## src/design/fwp_defs.svh

```systemverilog
/*
   Offsets, reset values, command codes and array geometry of the flash write-protect block.
   Assumes inclusion by bare name from any design file that needs these constants.
*/
`ifndef FWP_DEFS_SVH
`define FWP_DEFS_SVH

// Register byte offsets on the Wishbone slave.
`define FWP_OFF_STATUS   8'h00
`define FWP_OFF_CMD      8'h04
`define FWP_OFF_PE_START 8'h08
`define FWP_OFF_PE_END   8'h0C
`define FWP_OFF_RESULT   8'h10
`define FWP_OFF_PROT_LO  8'h14
`define FWP_OFF_PROT_HI  8'h18

// Field positions and reset values.
`define FWP_STATUS_RESET 8'h00
`define FWP_STATUS_LSB   0
`define FWP_WEL_BIT      8
`define FWP_WP_BIT       9
`define FWP_NONE_BIT     24
`define FWP_OP_LSB       0

// Command codes written to the command register.
`define FWP_OP_WREN      3'h1
`define FWP_OP_WRDI      3'h2
`define FWP_OP_PWRCYC    3'h3

// Lock settings as {status_lock_upper, status_lock_lower}.
`define FWP_LOCK_SOFT    2'h0
`define FWP_LOCK_HW      2'h1
`define FWP_LOCK_DOWN    2'h2
`define FWP_LOCK_OTP     2'h3

// Array geometry, 512 kB.
`define FWP_ARRAY_TOP    19'h7_FFFF
`define FWP_ARRAY_SIZE   20'h8_0000
`define FWP_SZ_4K        19'h0_1000
`define FWP_SZ_32K       19'h0_8000
`define FWP_SZ_64K       19'h1_0000

`endif

```

## src/design/fwp_pkg.sv

```systemverilog
/*
   Types shared by the flash write-protect block.
   Assumes nothing of its surroundings.
*/
`default_nettype none

package fwp_pkg;

   typedef logic [18:0] flash_addr_t;

   typedef struct packed {
      logic       lock_upper;
      logic       lock_lower;
      logic       complement_protect;
      logic [4:0] block_protect_field;
   } status_s;

   typedef enum logic [1:0] {
      BUS_IDLE = 2'b00,
      BUS_ACK  = 2'b01
   } bus_state_e;

endpackage

`default_nettype wire

```

## src/design/prot_range_if.sv

```systemverilog
/*
   Carrier between the protect-field owner and the range decoder.
   Assumes the owner drives the protect bits and the decoder drives the range.
*/
`default_nettype none

interface prot_range_if;
   logic [4:0]          block_protect_field;
   logic                complement_protect;
   logic                none;
   fwp_pkg::flash_addr_t lo;
   fwp_pkg::flash_addr_t hi;

   modport dec  (input block_protect_field, input complement_protect, output none, output lo, output hi);
   modport user (output block_protect_field, output complement_protect, input none, input lo, input hi);
endinterface

`default_nettype wire

```

## src/design/prot_range_decode.sv

```systemverilog
/*
   Decodes the block-protect field and complement bit into one protected address range.
   Assumes a 512 kB array; purely combinational, fed from registered status bits.
*/
`default_nettype none
`include "fwp_defs.svh"

module prot_range_decode (
   prot_range_if.dec pr
);
   wire [4:0]            bp = pr.block_protect_field;
   wire                  cmp = pr.complement_protect;
   wire                  base_none;
   wire                  base_all;
   wire                  bottom;
   fwp_pkg::flash_addr_t coarse_sz;
   fwp_pkg::flash_addr_t fine_sz;
   fwp_pkg::flash_addr_t sz;
   fwp_pkg::flash_addr_t top_lo;

   // Low bits 000 protect nothing, in both coarse and fine modes.
   assign base_none = (bp[2:0] == 3'h0);
   assign base_all  = bp[4] ? (bp[2:0] == 3'h7) : bp[2];
   assign bottom    = bp[3];
   assign coarse_sz = `FWP_SZ_64K << (2'(bp[1:0] - 2'h1));
   assign fine_sz   = bp[2] ? `FWP_SZ_32K : (`FWP_SZ_4K << (2'(bp[1:0] - 2'h1)));
   assign sz        = bp[4] ? fine_sz : coarse_sz;
   assign top_lo    = 19'(`FWP_ARRAY_SIZE - {1'b0, sz});

   // The complement swaps all and none and flips a partial range about its boundary.
   assign pr.none = cmp ? base_all : base_none;
   assign pr.lo   = (cmp ? base_none : base_all) ? 19'h0 :
                    (cmp ? (bottom ? sz : 19'h0) : (bottom ? 19'h0 : top_lo));
   assign pr.hi   = (cmp ? base_none : base_all) ? `FWP_ARRAY_TOP :
                    (cmp ? (bottom ? `FWP_ARRAY_TOP : 19'(top_lo - 19'h1)) :
                           (bottom ? 19'(sz - 19'h1) : `FWP_ARRAY_TOP));
endmodule

`default_nettype wire

```

## src/design/flash_write_protect_decode.sv

```systemverilog
/*
   Write-protection logic of a serial NOR flash behind a classic Wishbone slave.
   Assumes a single 200 MHz clock, a synchronous active-high reset that stands for delivery
   state, and an asynchronous write-protect pin that is synchronised here.
*/
// Behaviour
// - Locks 00: status write accepted whenever the write enable latch is set.
// - Locks 01 with protect pin low: every status write is refused.
// - Locks 01 with protect pin high: status write accepted with latch set.
// - Locks 10: status writes refused until a power cycle.
// - A power cycle turns locks 10 into 00.
// - Locks 11: status register can never be written again.
// - Delivered with locks 00, software protected.
// - Complement 0, coarse field decodes top 64, 128, 256 kB, none or all.
// - Complement 0, coarse with second bit set protects the bottom instead.
// - Complement 0, fine mode protects 4 to 32 kB at top or bottom.
// - Complement 1 protects the complement of the coarse region.
// - Complement 1, fine mode protects all but the small region.
// - Program or erase touching any protected address is ignored.
// - Latch clear refuses status writes, programs and erases.
// - Protect bits change only by an allowed status write.
`default_nettype none
`include "fwp_defs.svh"

module flash_write_protect_decode (
   // Clock and reset.
   input  wire logic        clk_i,
   input  wire logic        rst_i,
   // Wishbone slave.
   input  wire logic        wb_cyc_i,
   input  wire logic        wb_stb_i,
   input  wire logic        wb_we_i,
   input  wire logic [7:0]  wb_adr_i,
   input  wire logic [3:0]  wb_sel_i,
   input  wire logic [31:0] wb_dat_i,
   output logic [31:0]      wb_dat_o,
   output logic             wb_ack_o,
   // Write-protect pin, low protects.
   input  wire logic        wp_pin_i,
   // Accepted program or erase towards the array.
   output logic             pe_go_o,
   output logic [18:0]      pe_start_o,
   output logic [18:0]      pe_end_o
);

   fwp_pkg::bus_state_e  st_q;
   fwp_pkg::bus_state_e  st_d;
   fwp_pkg::status_s     stat_q;
   fwp_pkg::status_s     stat_d;
   logic                 wel_q;
   logic                 wel_d;
   logic                 wp_s1_q;
   logic                 wp_s2_q;
   fwp_pkg::flash_addr_t pe_start_q;
   fwp_pkg::flash_addr_t pe_start_d;
   fwp_pkg::flash_addr_t pe_end_q;
   fwp_pkg::flash_addr_t pe_end_d;
   logic                 pe_go_q;
   logic [3:0]           res_q;
   logic [3:0]           res_d;
   logic [31:0]          rdata_q;

   wire                  bus_req;
   wire                  bus_take;
   wire                  bus_wr;
   wire [1:0]            lock;
   wire [2:0]            op;
   wire                  sw_req;
   wire                  cmd_req;
   wire                  wren_req;
   wire                  wrdi_req;
   wire                  pc_req;
   wire                  start_wr;
   wire                  pe_req;
   wire                  sw_allowed;
   wire                  sw_ok;
   wire                  pe_hit;
   wire                  pe_ok;
   fwp_pkg::flash_addr_t pe_end_w;
   fwp_pkg::status_s     stat_pc;
   logic [31:0]          rd_mux;

   prot_range_if pr_if ();

   // Returns true when the span s..e shares any address with the protected lo..hi.
   function automatic logic hits(input fwp_pkg::flash_addr_t s, input fwp_pkg::flash_addr_t e,
                                 input fwp_pkg::flash_addr_t lo, input fwp_pkg::flash_addr_t hi,
                                 input logic none);
      hits = !none && (s <= hi) && (e >= lo);
   endfunction

   // Byte-lane merge for address registers written over the bus.
   function automatic fwp_pkg::flash_addr_t merge(input fwp_pkg::flash_addr_t old,
                                                  input logic [31:0] din, input logic [3:0] sel);
      logic [31:0] w;
      w = {13'h0, old};
      for (int i = 0; i < 3; i++) begin
         if (sel[i]) begin
            w[i*8 +: 8] = din[i*8 +: 8];
         end
      end
      merge = w[18:0];
   endfunction

   assign pr_if.block_protect_field = stat_q.block_protect_field;
   assign pr_if.complement_protect  = stat_q.complement_protect;

   prot_range_decode u_dec (
      .pr (pr_if.dec)
   );

   // Bus handshake: ack one cycle after the request, effects at the ack edge.
   assign bus_req  = wb_cyc_i & wb_stb_i;
   assign bus_take = bus_req & (st_q == fwp_pkg::BUS_ACK);
   assign bus_wr   = bus_take & wb_we_i;
   assign wb_ack_o = (st_q == fwp_pkg::BUS_ACK);
   assign wb_dat_o = rdata_q;

   always_comb begin
      case (st_q)
         fwp_pkg::BUS_IDLE: st_d = bus_req ? fwp_pkg::BUS_ACK : fwp_pkg::BUS_IDLE;
         fwp_pkg::BUS_ACK:  st_d = fwp_pkg::BUS_IDLE;
         default:           st_d = fwp_pkg::BUS_IDLE;
      endcase
   end

   // Request decode.
   assign lock     = {stat_q.lock_upper, stat_q.lock_lower};
   assign op       = wb_dat_i[`FWP_OP_LSB +: 3];
   assign sw_req   = bus_wr & (wb_adr_i == `FWP_OFF_STATUS) & wb_sel_i[0];
   assign cmd_req  = bus_wr & (wb_adr_i == `FWP_OFF_CMD) & wb_sel_i[0];
   assign wren_req = cmd_req & (op == `FWP_OP_WREN);
   assign wrdi_req = cmd_req & (op == `FWP_OP_WRDI);
   assign pc_req   = cmd_req & (op == `FWP_OP_PWRCYC);
   assign start_wr = bus_wr & (wb_adr_i == `FWP_OFF_PE_START);
   assign pe_req   = bus_wr & (wb_adr_i == `FWP_OFF_PE_END);

   // Lock-down and one-time settings never open; the pin only matters in the hardware setting.
   assign sw_allowed = wel_q & ((lock == `FWP_LOCK_SOFT) |
                                ((lock == `FWP_LOCK_HW) & wp_s2_q));
   assign sw_ok      = sw_req & sw_allowed;

   // A power cycle releases only the lock-down setting; the other bits are non-volatile.
   assign stat_pc = (lock == `FWP_LOCK_DOWN) ?
                    fwp_pkg::status_s'({2'b00, stat_q[5:0]}) : stat_q;

   // Program and erase check against the whole range; a reversed span is refused as well.
   assign pe_end_w = merge(pe_end_q, wb_dat_i, wb_sel_i);
   assign pe_hit   = hits(pe_start_q, pe_end_w, pr_if.lo, pr_if.hi, pr_if.none);
   assign pe_ok    = pe_req & wel_q & (pe_start_q <= pe_end_w) & !pe_hit;

   assign stat_d     = sw_ok ? fwp_pkg::status_s'(wb_dat_i[`FWP_STATUS_LSB +: 8]) :
                       (pc_req ? stat_pc : stat_q);
   assign wel_d      = wren_req ? 1'b1 :
                       ((wrdi_req | pc_req | sw_ok | pe_ok) ? 1'b0 : wel_q);
   assign pe_start_d = start_wr ? merge(pe_start_q, wb_dat_i, wb_sel_i) : pe_start_q;
   assign pe_end_d   = pe_req ? pe_end_w : pe_end_q;
   assign res_d      = sw_req ? {2'b00, !sw_ok, sw_ok} :
                       (pe_req ? {!pe_ok, pe_ok, 2'b00} : res_q);

   always_comb begin
      case (wb_adr_i)
         `FWP_OFF_STATUS:   rd_mux = {22'h0, wp_s2_q, wel_q, stat_q};
         `FWP_OFF_PE_START: rd_mux = {13'h0, pe_start_q};
         `FWP_OFF_PE_END:   rd_mux = {13'h0, pe_end_q};
         `FWP_OFF_RESULT:   rd_mux = {28'h0, res_q};
         `FWP_OFF_PROT_LO:  rd_mux = {7'h0, pr_if.none, 5'h0, pr_if.lo};
         `FWP_OFF_PROT_HI:  rd_mux = {13'h0, pr_if.hi};
         default:           rd_mux = 32'h0000_0000;
      endcase
   end

   // The first stage of the pin synchroniser feeds only the second.
   always_ff @(posedge clk_i) begin
      wp_s1_q <= wp_pin_i;
      wp_s2_q <= wp_s1_q;
   end

   // Reset stands for the delivered state with software protection.
   always_ff @(posedge clk_i) begin
      if (rst_i) begin
         st_q       <= fwp_pkg::BUS_IDLE;
         stat_q     <= fwp_pkg::status_s'(`FWP_STATUS_RESET);
         wel_q      <= 1'b0;
         pe_start_q <= 19'h0;
         pe_end_q   <= 19'h0;
         pe_go_q    <= 1'b0;
         res_q      <= 4'h0;
         rdata_q    <= 32'h0000_0000;
      end else begin
         st_q       <= st_d;
         stat_q     <= stat_d;
         wel_q      <= wel_d;
         pe_start_q <= pe_start_d;
         pe_end_q   <= pe_end_d;
         pe_go_q    <= pe_ok;
         res_q      <= res_d;
         rdata_q    <= (bus_req & (st_q == fwp_pkg::BUS_IDLE)) ? rd_mux : rdata_q;
      end
   end

   assign pe_go_o    = pe_go_q;
   assign pe_start_o = pe_start_q;
   assign pe_end_o   = pe_end_q;

   // Short names for the protect bits, read only by the checks below.
   wire [4:0]            prot_bits;
   wire                  prot_cmp;
   wire                  prot_full;
   wire                  prot_part;

   assign prot_bits = stat_q.block_protect_field;
   assign prot_cmp  = stat_q.complement_protect;
   assign prot_full = prot_bits[4] ? (prot_bits[2:0] == 3'h7) : prot_bits[2];
   assign prot_part = (prot_bits[2:0] != 3'h0) && !prot_full;
endmodule

`default_nettype wire

```

## config.mk

```make
export PLATFORM = sky130hd
export DESIGN_NAME = flash_write_protect_decode
export DESIGN_NICKNAME = d
export VERILOG_FILES = /design/src/design/fwp_pkg.sv /design/src/design/prot_range_if.sv /design/src/design/prot_range_decode.sv /design/src/design/flash_write_protect_decode.sv
export VERILOG_INCLUDE_DIRS = /design/src /design/src/design
export SDC_FILE = /design/constraint.sdc
export NUM_CORES = 1
export LEC_CHECK = 0
export ABC_CLOCK_PERIOD_IN_PS = 8500
export BUFFER_PORTS_ARGS = -buffer_cell sky130_fd_sc_hd__buf_2
export CORE_MARGIN = 2
export CORE_UTILIZATION = 58
export DETAILED_ROUTE_END_ITERATION = 6
export HOLD_SLACK_MARGIN = 0.06
export PLACE_DENSITY = 0.86
export RECOVER_POWER = 25
export SLEW_MARGIN = 20
export SYNTH_ARGS = -nofsm -noshare
export SYNTH_HDL_FRONTEND = slang
export SYNTH_SLANG_ARGS = --single-unit
```

## constraint.sdc

```tcl
create_clock -name clk_i -period 8.5 [get_ports clk_i]
set_clock_uncertainty 0.15 [all_clocks]
set_input_delay 1.7 -clock clk_i [delete_from_list [all_inputs] [get_ports clk_i]]
set_output_delay 1.7 -clock clk_i [all_outputs]
set_load 0.01 [all_outputs]
```

== Word-level counts from Yosys, hierarchy flattened ==
Index checks and enable logic that the tools add are counted.
Word-level totals
  flip-flop bits (word level): 88
  input bits: 50
  output and inout bits: 72
  word-level logic and storage cells: 107
Operators by class
  add/sub/neg operators: 4
  order comparisons: 3
  eq/ne operators: 13
  shift-type cells: 2
  muxes and demuxes: 25
  bitwise gates (word level): 24
  reductions and logical operators: 20
Operator list (number)
  2-to-1 mux 19 bit: 10
  case mux 25 bit (6 select lines): 1
  2-to-1 mux 8 bit: 5
  <= comparator 19 bit: 2
  subtractor 19 x 1 -> 19 bit, second input constant: 2
  equality test 8 x 5 -> 1 bit, second input constant: 3
  bitwise AND 1 bit: 19
  >= comparator 19 bit: 1
  << shifter 13 x 2 -> 19 bit, first input constant: 1
  << shifter 17 x 2 -> 19 bit, first input constant: 1
  subtractor 1 x 19 -> 19 bit, first input constant: 1
  equality test 8 x 4 -> 1 bit, second input constant: 2
  equality test 8 x 3 -> 1 bit, second input constant: 1
  zero test 8 bit: 1
  AND reduction 2 bit: 4
  nonzero test 2 bit: 4
  equality test 3 x 2 -> 1 bit, second input constant: 2
  2-to-1 mux 1 bit: 6
  equality test 2 x 1 -> 1 bit, second input constant: 2
  zero test 1 bit: 4
  zero test 2 bit: 2
  2-to-1 mux 2 bit: 2
  OR 1 bit: 4
  OR reduction 2 bit: 2
  8 further kinds: 9

== Depth between registers and ports, before layout ==
Gate-level depths: netlist of the first run.
  depth after elaboration: 17
  gate-level depth with buffers: 17
  mapped depth without buffers: 15

== Hierarchy ==
A second synthesis of the first run with hierarchy kept.
Unflattened totals
  cell total of the unflattened synthesis: 720
  area, all modules: 5736.8 sq um
By module, submodules not included
  flash_write_protect_decode: times used 1, cells each 601, area an instance 4943.5 sq um, seq. area each 1501.4 sq um
  prot_range_decode: times used 1, cells each 119, area an instance 793.3 sq um, seq. area each 0.0 sq um

== Worst setup path before layout of the first run ==
No wires, ideal clock.
  path kind: in2reg
  from: input port wb_sel_i[0]
  to: register res_q[3]
  setup time: 132 ps
  arrival: 3704 ps
  data required time: 8218 ps
  setup slack: 4514 ps
  stages: 9
  path buffers: 1
  cell sequence: clkbuf_1 -> mux2i_1 -> ha_1 -> a211oi_1 -> nor2_1 -> o31a_1 -> o211ai_1 -> nor3b_1 -> a21oi_1
On the way
  longest elaborated chain between the ends: 6
  elaborated cells between the ends (all ways): 10
  those cells by class: order compare (2); mux (1); bitwise (3); reduce/logical (4)
RTL lines
  start: declaration: RTL line flash_write_protect_decode.sv:34  | input wire logic [3:0] wb_sel_i,
  2-to-1 mux 8 bit: RTL line flash_write_protect_decode.sv:98  | if (sel[i]) begin
  >= comparator 19 bit: RTL line flash_write_protect_decode.sv:89  | hits = !none && (s <= hi) && (e >= lo);
  logical AND 1 bit: RTL line flash_write_protect_decode.sv:89
  zero test 1 bit: RTL line flash_write_protect_decode.sv:150  | assign pe_ok = pe_req & wel_q & (pe_start_q <= pe_end_w) & !pe_hit;
  bitwise AND 1 bit: RTL line flash_write_protect_decode.sv:150
  zero test 1 bit: RTL line flash_write_protect_decode.sv:159  | (pe_req ? {!pe_ok, pe_ok, 2'b00} : res_q);
  end signal: assignment: RTL line flash_write_protect_decode.sv:197  | res_q <= res_d;
  end: declaration: RTL line flash_write_protect_decode.sv:59  | logic [3:0] res_q;
Several ways; a longest one is shown, not always the timed one.
A chain may end at the register's enable or synchronous reset.

== Final worst setup path of the first run ==
  from: register stat_q (netlist bit pr_if.block_protect_field[4])
  to: register wel_q
On the way
  longest elaborated chain between the ends: 13
  elaborated cells between the ends (all ways): 24
  those cells by class: add/sub (3); order compare (2); mux (12); bitwise (2); reduce/logical (5)
RTL lines
  start: declaration: RTL line flash_write_protect_decode.sv:48  | fwp_pkg::status_s stat_q;
  start signal: assignment: RTL line flash_write_protect_decode.sv:183  | stat_q <= fwp_pkg::status_s'(`FWP_STATUS_RESET);
  start signal: assignment: RTL line flash_write_protect_decode.sv:192  | stat_q <= stat_d;
  2-to-1 mux 19 bit: RTL line prot_range_decode.sv:27  | assign sz = bp[4] ? fine_sz : coarse_sz;
  subtractor 1 x 19 -> 19 bit (no source line)
  subtractor 19 x 1 -> 19 bit: RTL line prot_range_decode.sv:35  | (cmp ? (bottom ? `FWP_ARRAY_TOP : 19'(top_lo - 19'h1)) :
  2-to-1 mux 19 bit (2 in series): RTL line prot_range_decode.sv:35
  2-to-1 mux 19 bit: RTL line prot_range_decode.sv:34  | assign pr.hi = (cmp ? base_none : base_all) ? `FWP_ARRAY_TOP :
  <= comparator 19 bit: RTL line flash_write_protect_decode.sv:89
  logical AND 1 bit: RTL line flash_write_protect_decode.sv:89
  logical AND 1 bit (*): RTL line flash_write_protect_decode.sv:89
  zero test 1 bit (*): RTL line flash_write_protect_decode.sv:150
  bitwise AND 1 bit (*): RTL line flash_write_protect_decode.sv:150
  OR 1 bit (*): RTL line flash_write_protect_decode.sv:155  | ((wrdi_req | pc_req | sw_ok | pe_ok) ? 1'b0 : wel_q);
  nonzero test 2 bit (no source line) (*)
  end signal: assignment: RTL line flash_write_protect_decode.sv:193  | wel_q <= wel_d;
  end: declaration: RTL line flash_write_protect_decode.sv:50  | logic wel_q;
Every way passes the cells marked *; elsewhere a longest branch is shown, timed or not.

==> results of run 1 <==
[critical path, delay by kind of cell, from the launching register on]
family | cells | cell delay (ps)
buffers and inverters | 1 | 120
and+or+nand+nor | 6 | 2030
adders and majority gates | 2 | 650
DFF | 1 | 880
AOI/OAI and AO/OA | 5 | 1380
[layout by cell type, fill, tap and decap left out, types with 12 or more instances in the layout]
cell type   n
nor2_1     91
a211oi_1   23
clkbuf_1   31
a22oi_1    12
conb_1     12
a21oi_1    43
dfxtp_1    75
inv_1      17
buf_2      65
mux2i_1    51
ha_1       35
o21ai_0    21
nor3_1     12
nand2_1    37
[where the power goes]
group | total [mW] | internal, mW | switching, mW
clock | 0.274 | 0.114 | 0.159
combinational | 0.0575 | 0.0192 | 0.0383
sequential | 0.352 | 0.352 | 0.000333
[state kept, by name, summed over array words and instances (netlist names)]
register,cells
wb_dat_o,20
pe_end_o,19
pe_start_o,19
pr_if.block_protect_field,5
res_q,4
lock,2
pe_go_o,1
pr_if.complement_protect,1
st_q,1
wel_q,1
wp_s1_q,1
wp_s2_q,1
[area by class of cell]
cell class | count | area share (%)
clock buffers | 9 | 2.26
clock inverters | 7 | 1.19
inverters | 17 | 1.16
multi-input cells | 474 | 57.1
flip-flops and latches | 75 | 27.4
well taps | 105 | 2.40
repair buffers | 99 | 8.47
[through the flow]
step	hold WS [ps]	instance area, um2	total power, mW
4_1_cts	193	5520	0.685
3_5_place_dp	168	5330	0.416
5_1_grt	200	5480	0.704
3_3_place_gp	162	5330	0.414
2_1_floorplan	160	4950	0.400
6_report	194	5480	0.683
[worst paths after layout]
path | start | endpoint | slack [ps] | depth (start not counted)
min reg2reg | wp_s1_q | wp_s2_q | 190 | 0
max | pr_if.block_protect_field[4] | wel_q | 3170 | 14
min | wp_s1_q | wp_s2_q | 190 | 0
max reg2reg | pr_if.block_protect_field[4] | wel_q | 3170 | 14
[layer usage]
layer  share of wire [%]  GRT usage, %  routed length, um  vias up
met2                  49          52.9               7140      269
met1                  41          39.9               6040     2368
met5                   0             0                  0        -
met3                 7.2          5.17               1060       47
met4                 3.0          13.6                442        0
li1                    -             -                  -     2343
[cells by family after synthesis]
kind of cell               count (synthesis)  synth area share (%)
AOI/OAI and AO/OA                        163                  22.3
xor gates and xnor gates                   3                 0.535
adders and majority gates                 35                  8.92
buffers and inverters                     70                  6.55
DFF                                       75                  30.6
muxes                                     52                  10.6
other                                      1                0.0764
and+or+nand+nor                          209                  20.4
==> impl_metrics.env, run 1 <==
export IMPL_antenna_found_initial=0
export IMPL_violations="max-capacitance violations, max-slew violations"
export IMPL_setup_tns_ps=0
export IMPL_die_y_um=96.0
export IMPL_route_vias_total=5027
export IMPL_numCtsBuffers=9
export IMPL_power_leakage_nw=2.31
export IMPL_drtPass1Iterations=6
export IMPL_nets=761
export IMPL_fmax_ghz=0.187
export IMPL_finalNonFillerCells=786
export IMPL_dpl_cell_count=770
export IMPL_outcome="finished with violations"
export IMPL_fillers=709
export IMPL_grt_pass1_vias=4601
export IMPL_hold_buffers=0
export IMPL_syn_to_final_growth_pct=11.6
export IMPL_final_util_pct=66.7
export IMPL_cp_arrival_ps=5430
export IMPL_viasPerCell=6.40
export IMPL_start_kind="flip-flop"
export IMPL_ys_flop_type="dfxtp_1"
export IMPL_synth_cell_types=62
export IMPL_cts_root_buf="clkbuf_8"
export IMPL_totalWireLength_um=14700
export IMPL_grt_pass1_wl_um=22500
export IMPL_cts_htree_levels=3
export IMPL_yosysWarnings=0
export IMPL_critPathSlowestCell="dfxtp_1"
export IMPL_synth_seq_cells=75
export IMPL_drcViolationCount=0
export IMPL_num_rows=33
export IMPL_worst_pin_slew_ps=3160
export IMPL_synthArstFlopShare_pct=0
export IMPL_cp_max_fo=23
export IMPL_grt_max_degree=73
export IMPL_diodes=0
export IMPL_multi_input_area_um2=3130
export IMPL_core_area_um2=8220
export IMPL_finalMaxSlewViolations=73
export IMPL_cts_resized=0
export IMPL_synthesis_area_um2=4910
export IMPL_hold_violations=0
export IMPL_clockBufferDepth=2
export IMPL_drive_gt1_share_pct=13.4
export IMPL_synth_commonest_cells="91 x nor2_1, 75 x dfxtp_1, 51 x mux2i_1, 43 x a21oi_1, 37 x nand2_1"
export IMPL_max_cap_viol_count=1
export IMPL_portBuffers=95
export IMPL_synth_avg_cell_area_um2=8.08
export IMPL_cp_required_ps=8600
export IMPL_drt_iter0_markers=364
export IMPL_insertion_delay_ps=360
export IMPL_ff_latch_area_um2=1500
export IMPL_cts_tree="built"
export IMPL_fin_crit_sh_pct=62.7
export IMPL_synth_area_leaders="dfxtp_1 31%, mux2i_1 10%, ha_1 8.9%"
export IMPL_grt_overflow=0
export IMPL_die_area_um2=9220
export IMPL_slowest_delay_ps=880
export IMPL_cts_sinks=75
export IMPL_synthCells=608
export IMPL_yosysTopAreaCellShare_pct=30.6
export IMPL_initial_core_util_pct=59.8
export IMPL_power_density_nw_per_um2=125
export IMPL_fin_ws_ps=3170
export IMPL_ioPinCount=122
export IMPL_grt_usage_pct=31.6
export IMPL_cts_clk_slew_worst_paths_ps=100
export IMPL_synth_most_common_cell="nor2_1"
export IMPL_synth_edf_count=0
export IMPL_path_cells="nor2b_1 -> nand3_1 -> ha_1 -> nor2b_1 -> o311a_1 -> or4_1 -> a22oi_1 -> ha_1 -> nand4_1 -> nor4_1 -> a41oi_1 -> a21oi_1 -> inv_1 -> a221oi_2"
export IMPL_yosysTopAreaCell="dfxtp_1"
export IMPL_wl_per_cell_um=18.7
export IMPL_vdd_ir_drop_max_v=0.0000977
export IMPL_synth_seq_area_share_pct=30.6
export IMPL_gp_congestion=0.989
export IMPL_final_antenna_net_count=0
export IMPL_pre_cts_ws_ps=3390
export IMPL_postCtsSetupBuffers=0
export IMPL_hold_class="flip-flop to flip-flop"
export IMPL_die_w_um=96.0
export IMPL_relSlewSlack_pct=-110
export IMPL_rsz0062_at_grt="false"
export IMPL_setup_viol=0
export IMPL_dp_hpwl_um=10800
export IMPL_end_kind="flip-flop"
export IMPL_critPathKind="flip-flop to flip-flop"
export IMPL_final_min_clock_period_ps=5330
(Power assumes the default switching activity.)
==> run 2: changes to the inputs <==
ABC_CLOCK_PERIOD_IN_PS = 4650   (was 8500)
CORE_UTILIZATION = 49   (was 58)
PLACE_DENSITY = 0.77   (was 0.86)
clock period = 4.65 ns   (was 8.5 ns; I/O delays follow)
==> run 2 against run 1 <==
- the flow now finishes without violations
- critical endpoint unchanged
- highest routed layer unchanged
- critical path depth is 1 higher
- sequential share of layout area is 0.57 points lower
- final cell count is 4.5% higher
- register-to-register slack worse by 2700 ps
- utilization is 9.2 points lower
- routed wire length is 4.6% higher
- die area is 18% higher
- total power is 91% higher
- non-clock buffer count is 8 higher
==> impl_metrics.env, run 2 (same netlist as run 1, synthesis figures left out) <==
export IMPL_final_antenna_net_count=0
export IMPL_drcViolationCount=0
export IMPL_cts_sinks=75
export IMPL_postCtsSetupBuffers=0
export IMPL_initial_core_util_pct=50.5
export IMPL_insertion_delay_ps=360
export IMPL_clockBufferDepth=2
export IMPL_die_w_um=104
export IMPL_cts_root_buf="clkbuf_8"
export IMPL_antenna_found_initial=0
export IMPL_ioPinCount=122
export IMPL_grt_pass1_wl_um=24800
export IMPL_viasPerCell=6.10
export IMPL_num_rows=36
export IMPL_cts_tree="built"
export IMPL_dp_hpwl_um=11400
export IMPL_route_vias_total=5005
export IMPL_grt_pass1_vias=4812
export IMPL_syn_to_final_growth_pct=13.9
export IMPL_cts_htree_levels=3
export IMPL_relSlewSlack_pct=48.8
export IMPL_die_y_um=104
export IMPL_max_cap_viol_count=0
export IMPL_cp_arrival_ps=4330
export IMPL_cts_resized=0
export IMPL_r2r_end="wel_q"
export IMPL_hold_buffers=0
export IMPL_fin_crit_sh_pct=90.5
export IMPL_grt_usage_pct=28.4
export IMPL_crit_path_end="wel_q"
export IMPL_final_cell_mix="91 x nor2_1, 75 x dfxtp_1, 64 x buf_2"
export IMPL_power_density_nw_per_um2=233
export IMPL_ff_latch_area_um2=1500
export IMPL_diodes=0
export IMPL_cts_clk_slew_worst_paths_ps=80
export IMPL_final_min_clock_period_ps=4210
export IMPL_die_area_um2=10800
export IMPL_cp_max_fo=10
export IMPL_numCtsBuffers=9
export IMPL_finalMaxSlewViolations=0
export IMPL_worstReg2RegStart="pr_if.block_protect_field[4]"
export IMPL_r2r_cells=15
export IMPL_worst_pin_slew_ps=766
export IMPL_largest_reg_flops=20
export IMPL_multi_input_area_um2=3130
export IMPL_final_common_cell="nor2_1"
export IMPL_fmax_ghz=0.238
export IMPL_wl_per_cell_um=18.7
export IMPL_critPathKind="flip-flop to flip-flop"
export IMPL_nets=769
export IMPL_end_kind="flip-flop"
export IMPL_fin_ws_ps=442
export IMPL_hold_class="flip-flop to flip-flop"
export IMPL_drive_gt1_share_pct=14.0
export IMPL_start_kind="flip-flop"
export IMPL_power_leakage_nw=2.35
export IMPL_rsz0062_at_grt="false"
export IMPL_hold_violations=0
export IMPL_setup_tns_ps=0
export IMPL_totalWireLength_um=15300
export IMPL_grt_max_degree=40
export IMPL_cp_required_ps=4780
export IMPL_drtPass1Iterations=5
export IMPL_setup_viol=0
export IMPL_drt_iter0_markers=302
export IMPL_core_area_um2=9730
export IMPL_outcome="finished, final reports clean"
export IMPL_grt_overflow=0
export IMPL_final_util_pct=57.5
export IMPL_crit_start="pr_if.block_protect_field[4]"
export IMPL_ff2ff_setup_slack_ps=440
export IMPL_pre_cts_ws_ps=493
export IMPL_fillers=952
export IMPL_gp_congestion=0.965
export IMPL_vdd_ir_drop_max_v=0.000158
export IMPL_portBuffers=95
-- run 2: cell types whose count changed in the layout (fill, tap and decap cells not counted) --
cell,change
inv_6,-4
bufinv_16,+2
inv_8,-2
buf_4,+9
clkinv_4,+1
buf_2,-1
clkbuf_1,+2
-- run 2: metal layers --
| metal | share of wire [%] | track usage, % | vias up |
|---|---|---|---|
| met5 | 0 | 0 | - |
| met1 | 43 | 37.2 | 2395 |
| met4 | 2.6 | 9.85 | 0 |
| li1 | - | - | 2356 |
| met3 | 7.0 | 4.95 | 32 |
| met2 | 48 | 47.3 | 222 |
-- run 2: cell type report --
type	instances	area share, %
inverters	17	1.14
well taps	133	2.97
clock buffers	11	2.35
flip-flops and latches	75	26.8
multi-input cells	474	55.9
clock inverters	4	1.36
repair buffers	107	9.41
-- run 2: critical path, cell delays in order, from the launching register on --
cell and delay [ps]:
dfxtp_1 340, nor2b_1 230, buf_4 190, nand3b_1 160
ha_1 390, nor2b_1 200, o311a_1 300, or4_1 400
a22oi_1 340, ha_1 210, nand4_1 110, nor4_1 300
a41oi_1 160, a21oi_1 320, inv_1 110, a221oi_2 220
-- run 2: per-stage QoR --
step                      hold WS (ps)  cell area [um2]  std cells  total power, mW
final                              176             5600        821             1.30
after global routing               199             5600        821             1.35
after CTS                          182             5630        821             1.31
after detailed placement           165             5430        806            0.762
after global placement             161             5430        806            0.758
after floorplan                    160             4950        619            0.731
-- run 2: how the worst min path moves through the flow --
stage / startpoint / to / slack [ps] / cells past startpoint
after global routing: wp_s1_q / wp_s2_q / 200 / 0
after global placement: wp_s1_q / wp_s2_q / 160 / 0
final: wp_s1_q / wp_s2_q / 180 / 0
after floorplan: wp_s1_q / wp_s2_q / 160 / 0
after detailed placement: wp_s1_q / wp_s2_q / 160 / 0
after CTS: wp_s1_q / wp_s2_q / 180 / 0
-- run 2: power by group --
| group | switching (mW) | internal (mW) |
|---|---|---|
| sequential | 0.000642 | 0.643 |
| clock | 0.252 | 0.301 |
| combinational | 0.0701 | 0.0357 |
==> run 3: changes to the inputs <==
==> constraint.sdc (replaced) <==
create_clock -name clk_i -period 4.65 [get_ports clk_i]
set_clock_uncertainty 0.15 [all_clocks]
set_input_delay 0.2325 -clock clk_i [delete_from_list [all_inputs] [get_ports clk_i]]
set_output_delay 0.2325 -clock clk_i [all_outputs]
set_load 0.01 [all_outputs]
==> run 3 against run 2 <==
- non-clock buffer count rose by 16
- routed wire length rose by 3.4%
- cell area rose by 2.9%
- hold slack got worse by 110 ps
==> impl_metrics.env, run 3 (same netlist as run 1, synthesis figures left out) <==
export IMPL_outcome="finished, final reports clean"
export IMPL_cts_root_buf="clkbuf_8"
export IMPL_critPathKind="flip-flop to flip-flop"
export IMPL_cts_sinks=75
export IMPL_route_vias_total=5125
export IMPL_dp_hpwl_um=11700
export IMPL_vdd_ir_drop_max_v=0.000153
export IMPL_postPlaceCellArea_um2=5410
export IMPL_grt_usage_pct=29.3
export IMPL_largest_reg_flops=20
export IMPL_diodes=0
export IMPL_cp_max_fo=10
export IMPL_postCtsSetupBuffers=0
export IMPL_max_cap_viol_count=0
export IMPL_final_min_clock_period_ps=4210
export IMPL_power_leakage_nw=2.42
export IMPL_cp_arrival_ps=4350
export IMPL_cp_num_buf_inv=2
export IMPL_relSlewSlack_pct=34.8
export IMPL_fin_area_um2=5760
export IMPL_drtPass1Iterations=6
export IMPL_fin_crit_sh_pct=90.6
export IMPL_start_kind="flip-flop"
export IMPL_final_common_cell="nor2_1"
export IMPL_final_antenna_net_count=0
export IMPL_critPathSlowestCell="or4_1"
export IMPL_numCtsBuffers=9
export IMPL_nets=785
export IMPL_fillers=936
export IMPL_setup_tns_ps=0
export IMPL_finalMaxSlewViolations=0
export IMPL_insertion_delay_ps=370
export IMPL_ioPinCount=122
export IMPL_grt_overflow=0
export IMPL_worst_pin_slew_ps=979
export IMPL_cpLargestDelayFamily="simple AND/OR/NAND/NOR gates"
export IMPL_final_cell_mix="91 x nor2_1, 75 x dfxtp_1, 64 x buf_2"
export IMPL_setup_viol=0
export IMPL_cts_clk_slew_worst_paths_ps=80
export IMPL_syn_to_final_growth_pct=17.2
export IMPL_portBuffers=95
export IMPL_hold_class="primary input to flip-flop"
export IMPL_cts_htree_levels=3
export IMPL_cp_required_ps=4790
export IMPL_core_area_um2=9730
export IMPL_num_rows=36
export IMPL_die_w_um=104
export IMPL_pre_cts_ws_ps=475
export IMPL_fin_ws_ps=438
export IMPL_viasPerCell=6.12
export IMPL_die_area_um2=10800
export IMPL_antenna_found_initial=0
export IMPL_slowest_delay_ps=400
export IMPL_power_density_nw_per_um2=225
export IMPL_end_kind="flip-flop"
export IMPL_gp_congestion=0.955
export IMPL_dpl_cell_count=804
export IMPL_drive_gt1_share_pct=13.6
export IMPL_grt_pass1_wl_um=25600
export IMPL_totalWireLength_um=15900
export IMPL_grt_pass1_vias=4928
export IMPL_final_util_pct=59.2
export IMPL_clockBufferDepth=2
export IMPL_fmax_ghz=0.237
export IMPL_hold_violations=0
export IMPL_path_cells="nor2b_1 -> buf_4 -> nand3b_1 -> ha_1 -> nor2b_1 -> o311a_1 -> or4_1 -> a22oi_1 -> ha_1 -> nand4_1 -> nor4_1 -> a41oi_1 -> a21oi_1 -> inv_1 -> a221oi_2"
export IMPL_drcViolationCount=0
export IMPL_initial_core_util_pct=50.5
export IMPL_die_y_um=104
export IMPL_cts_tree="built"
export IMPL_wl_per_cell_um=18.9
export IMPL_finalNonFillerCells=838
export IMPL_grt_max_degree=52
export IMPL_rsz0062_at_grt="false"
export IMPL_drt_iter0_markers=419
run 3: cell type report:
cell class,instances,area [um2],share of cell area (%)
multi-input combinational,474,3130,54.4
sequential,75,1500,26.1
timing repair buffer,123,692,12.0
tap,133,166,2.89
clock buffer,11,141,2.46
inverter,17,63.8,1.11
clock inverter,5,61.3,1.07
run 3: power by group:
group | total (mW) | leakage [nW] | switching, mW | internal (mW)
clock network | 0.535 | 0.104 | 0.269 | 0.266
registers | 0.644 | 0.605 | 0.000676 | 0.643
logic | 0.119 | 1.71 | 0.0733 | 0.0452
total | 1.30 | 2.42 | 0.343 | 0.954
run 3: what timing repair did:
item	CTS	global route
resized for setup	0	0
endpoints found under the hold margin	22	0
endpoints found under the setup margin	0	0
hold buffers	18	0
run 3: through the flow:
stage          power [mW]  hold slack (ps)
3_3_place_gp        0.758              161
4_1_cts              1.30             66.6
6_report             1.30             68.5
2_1_floorplan       0.731              110
3_5_place_dp        0.762              164
5_1_grt              1.34             92.8
run 3: worst register-to-register path, stage by stage, from the launching register on:
cell and delay [ps]:
dfxtp_1 330, nor2b_1 290, buf_4 210, nand3b_1 150, ha_1 390, nor2b_1 200
o311a_1 290, or4_1 400, a22oi_1 330, ha_1 200, nand4_1 90, nor4_1 260
a41oi_1 170, a21oi_1 330, inv_1 120, a221oi_2 210
run 3: path summary, 6_finish.rpt:
check / from / to / slack, ps / depth (start not counted)
max: pr_if.block_protect_field[4] / wel_q / 440 / 15
min: wb_dat_i[2] / pr_if.block_protect_field[2] / 70 / 3
max reg2reg: pr_if.block_protect_field[4] / wel_q / 440 / 15
min reg2reg: wp_s1_q / wp_s2_q / 180 / 0
run 3: metal layers:
layer  GRT usage [%]  share of wire (%)  vias to the layer above
met3            5.70                6.1                       52
met2            49.5                 48                      226
met1            36.2                 42                     2463
met4            13.0                3.5                        0
li1                -                  -                     2384
met5               0                  0                        -
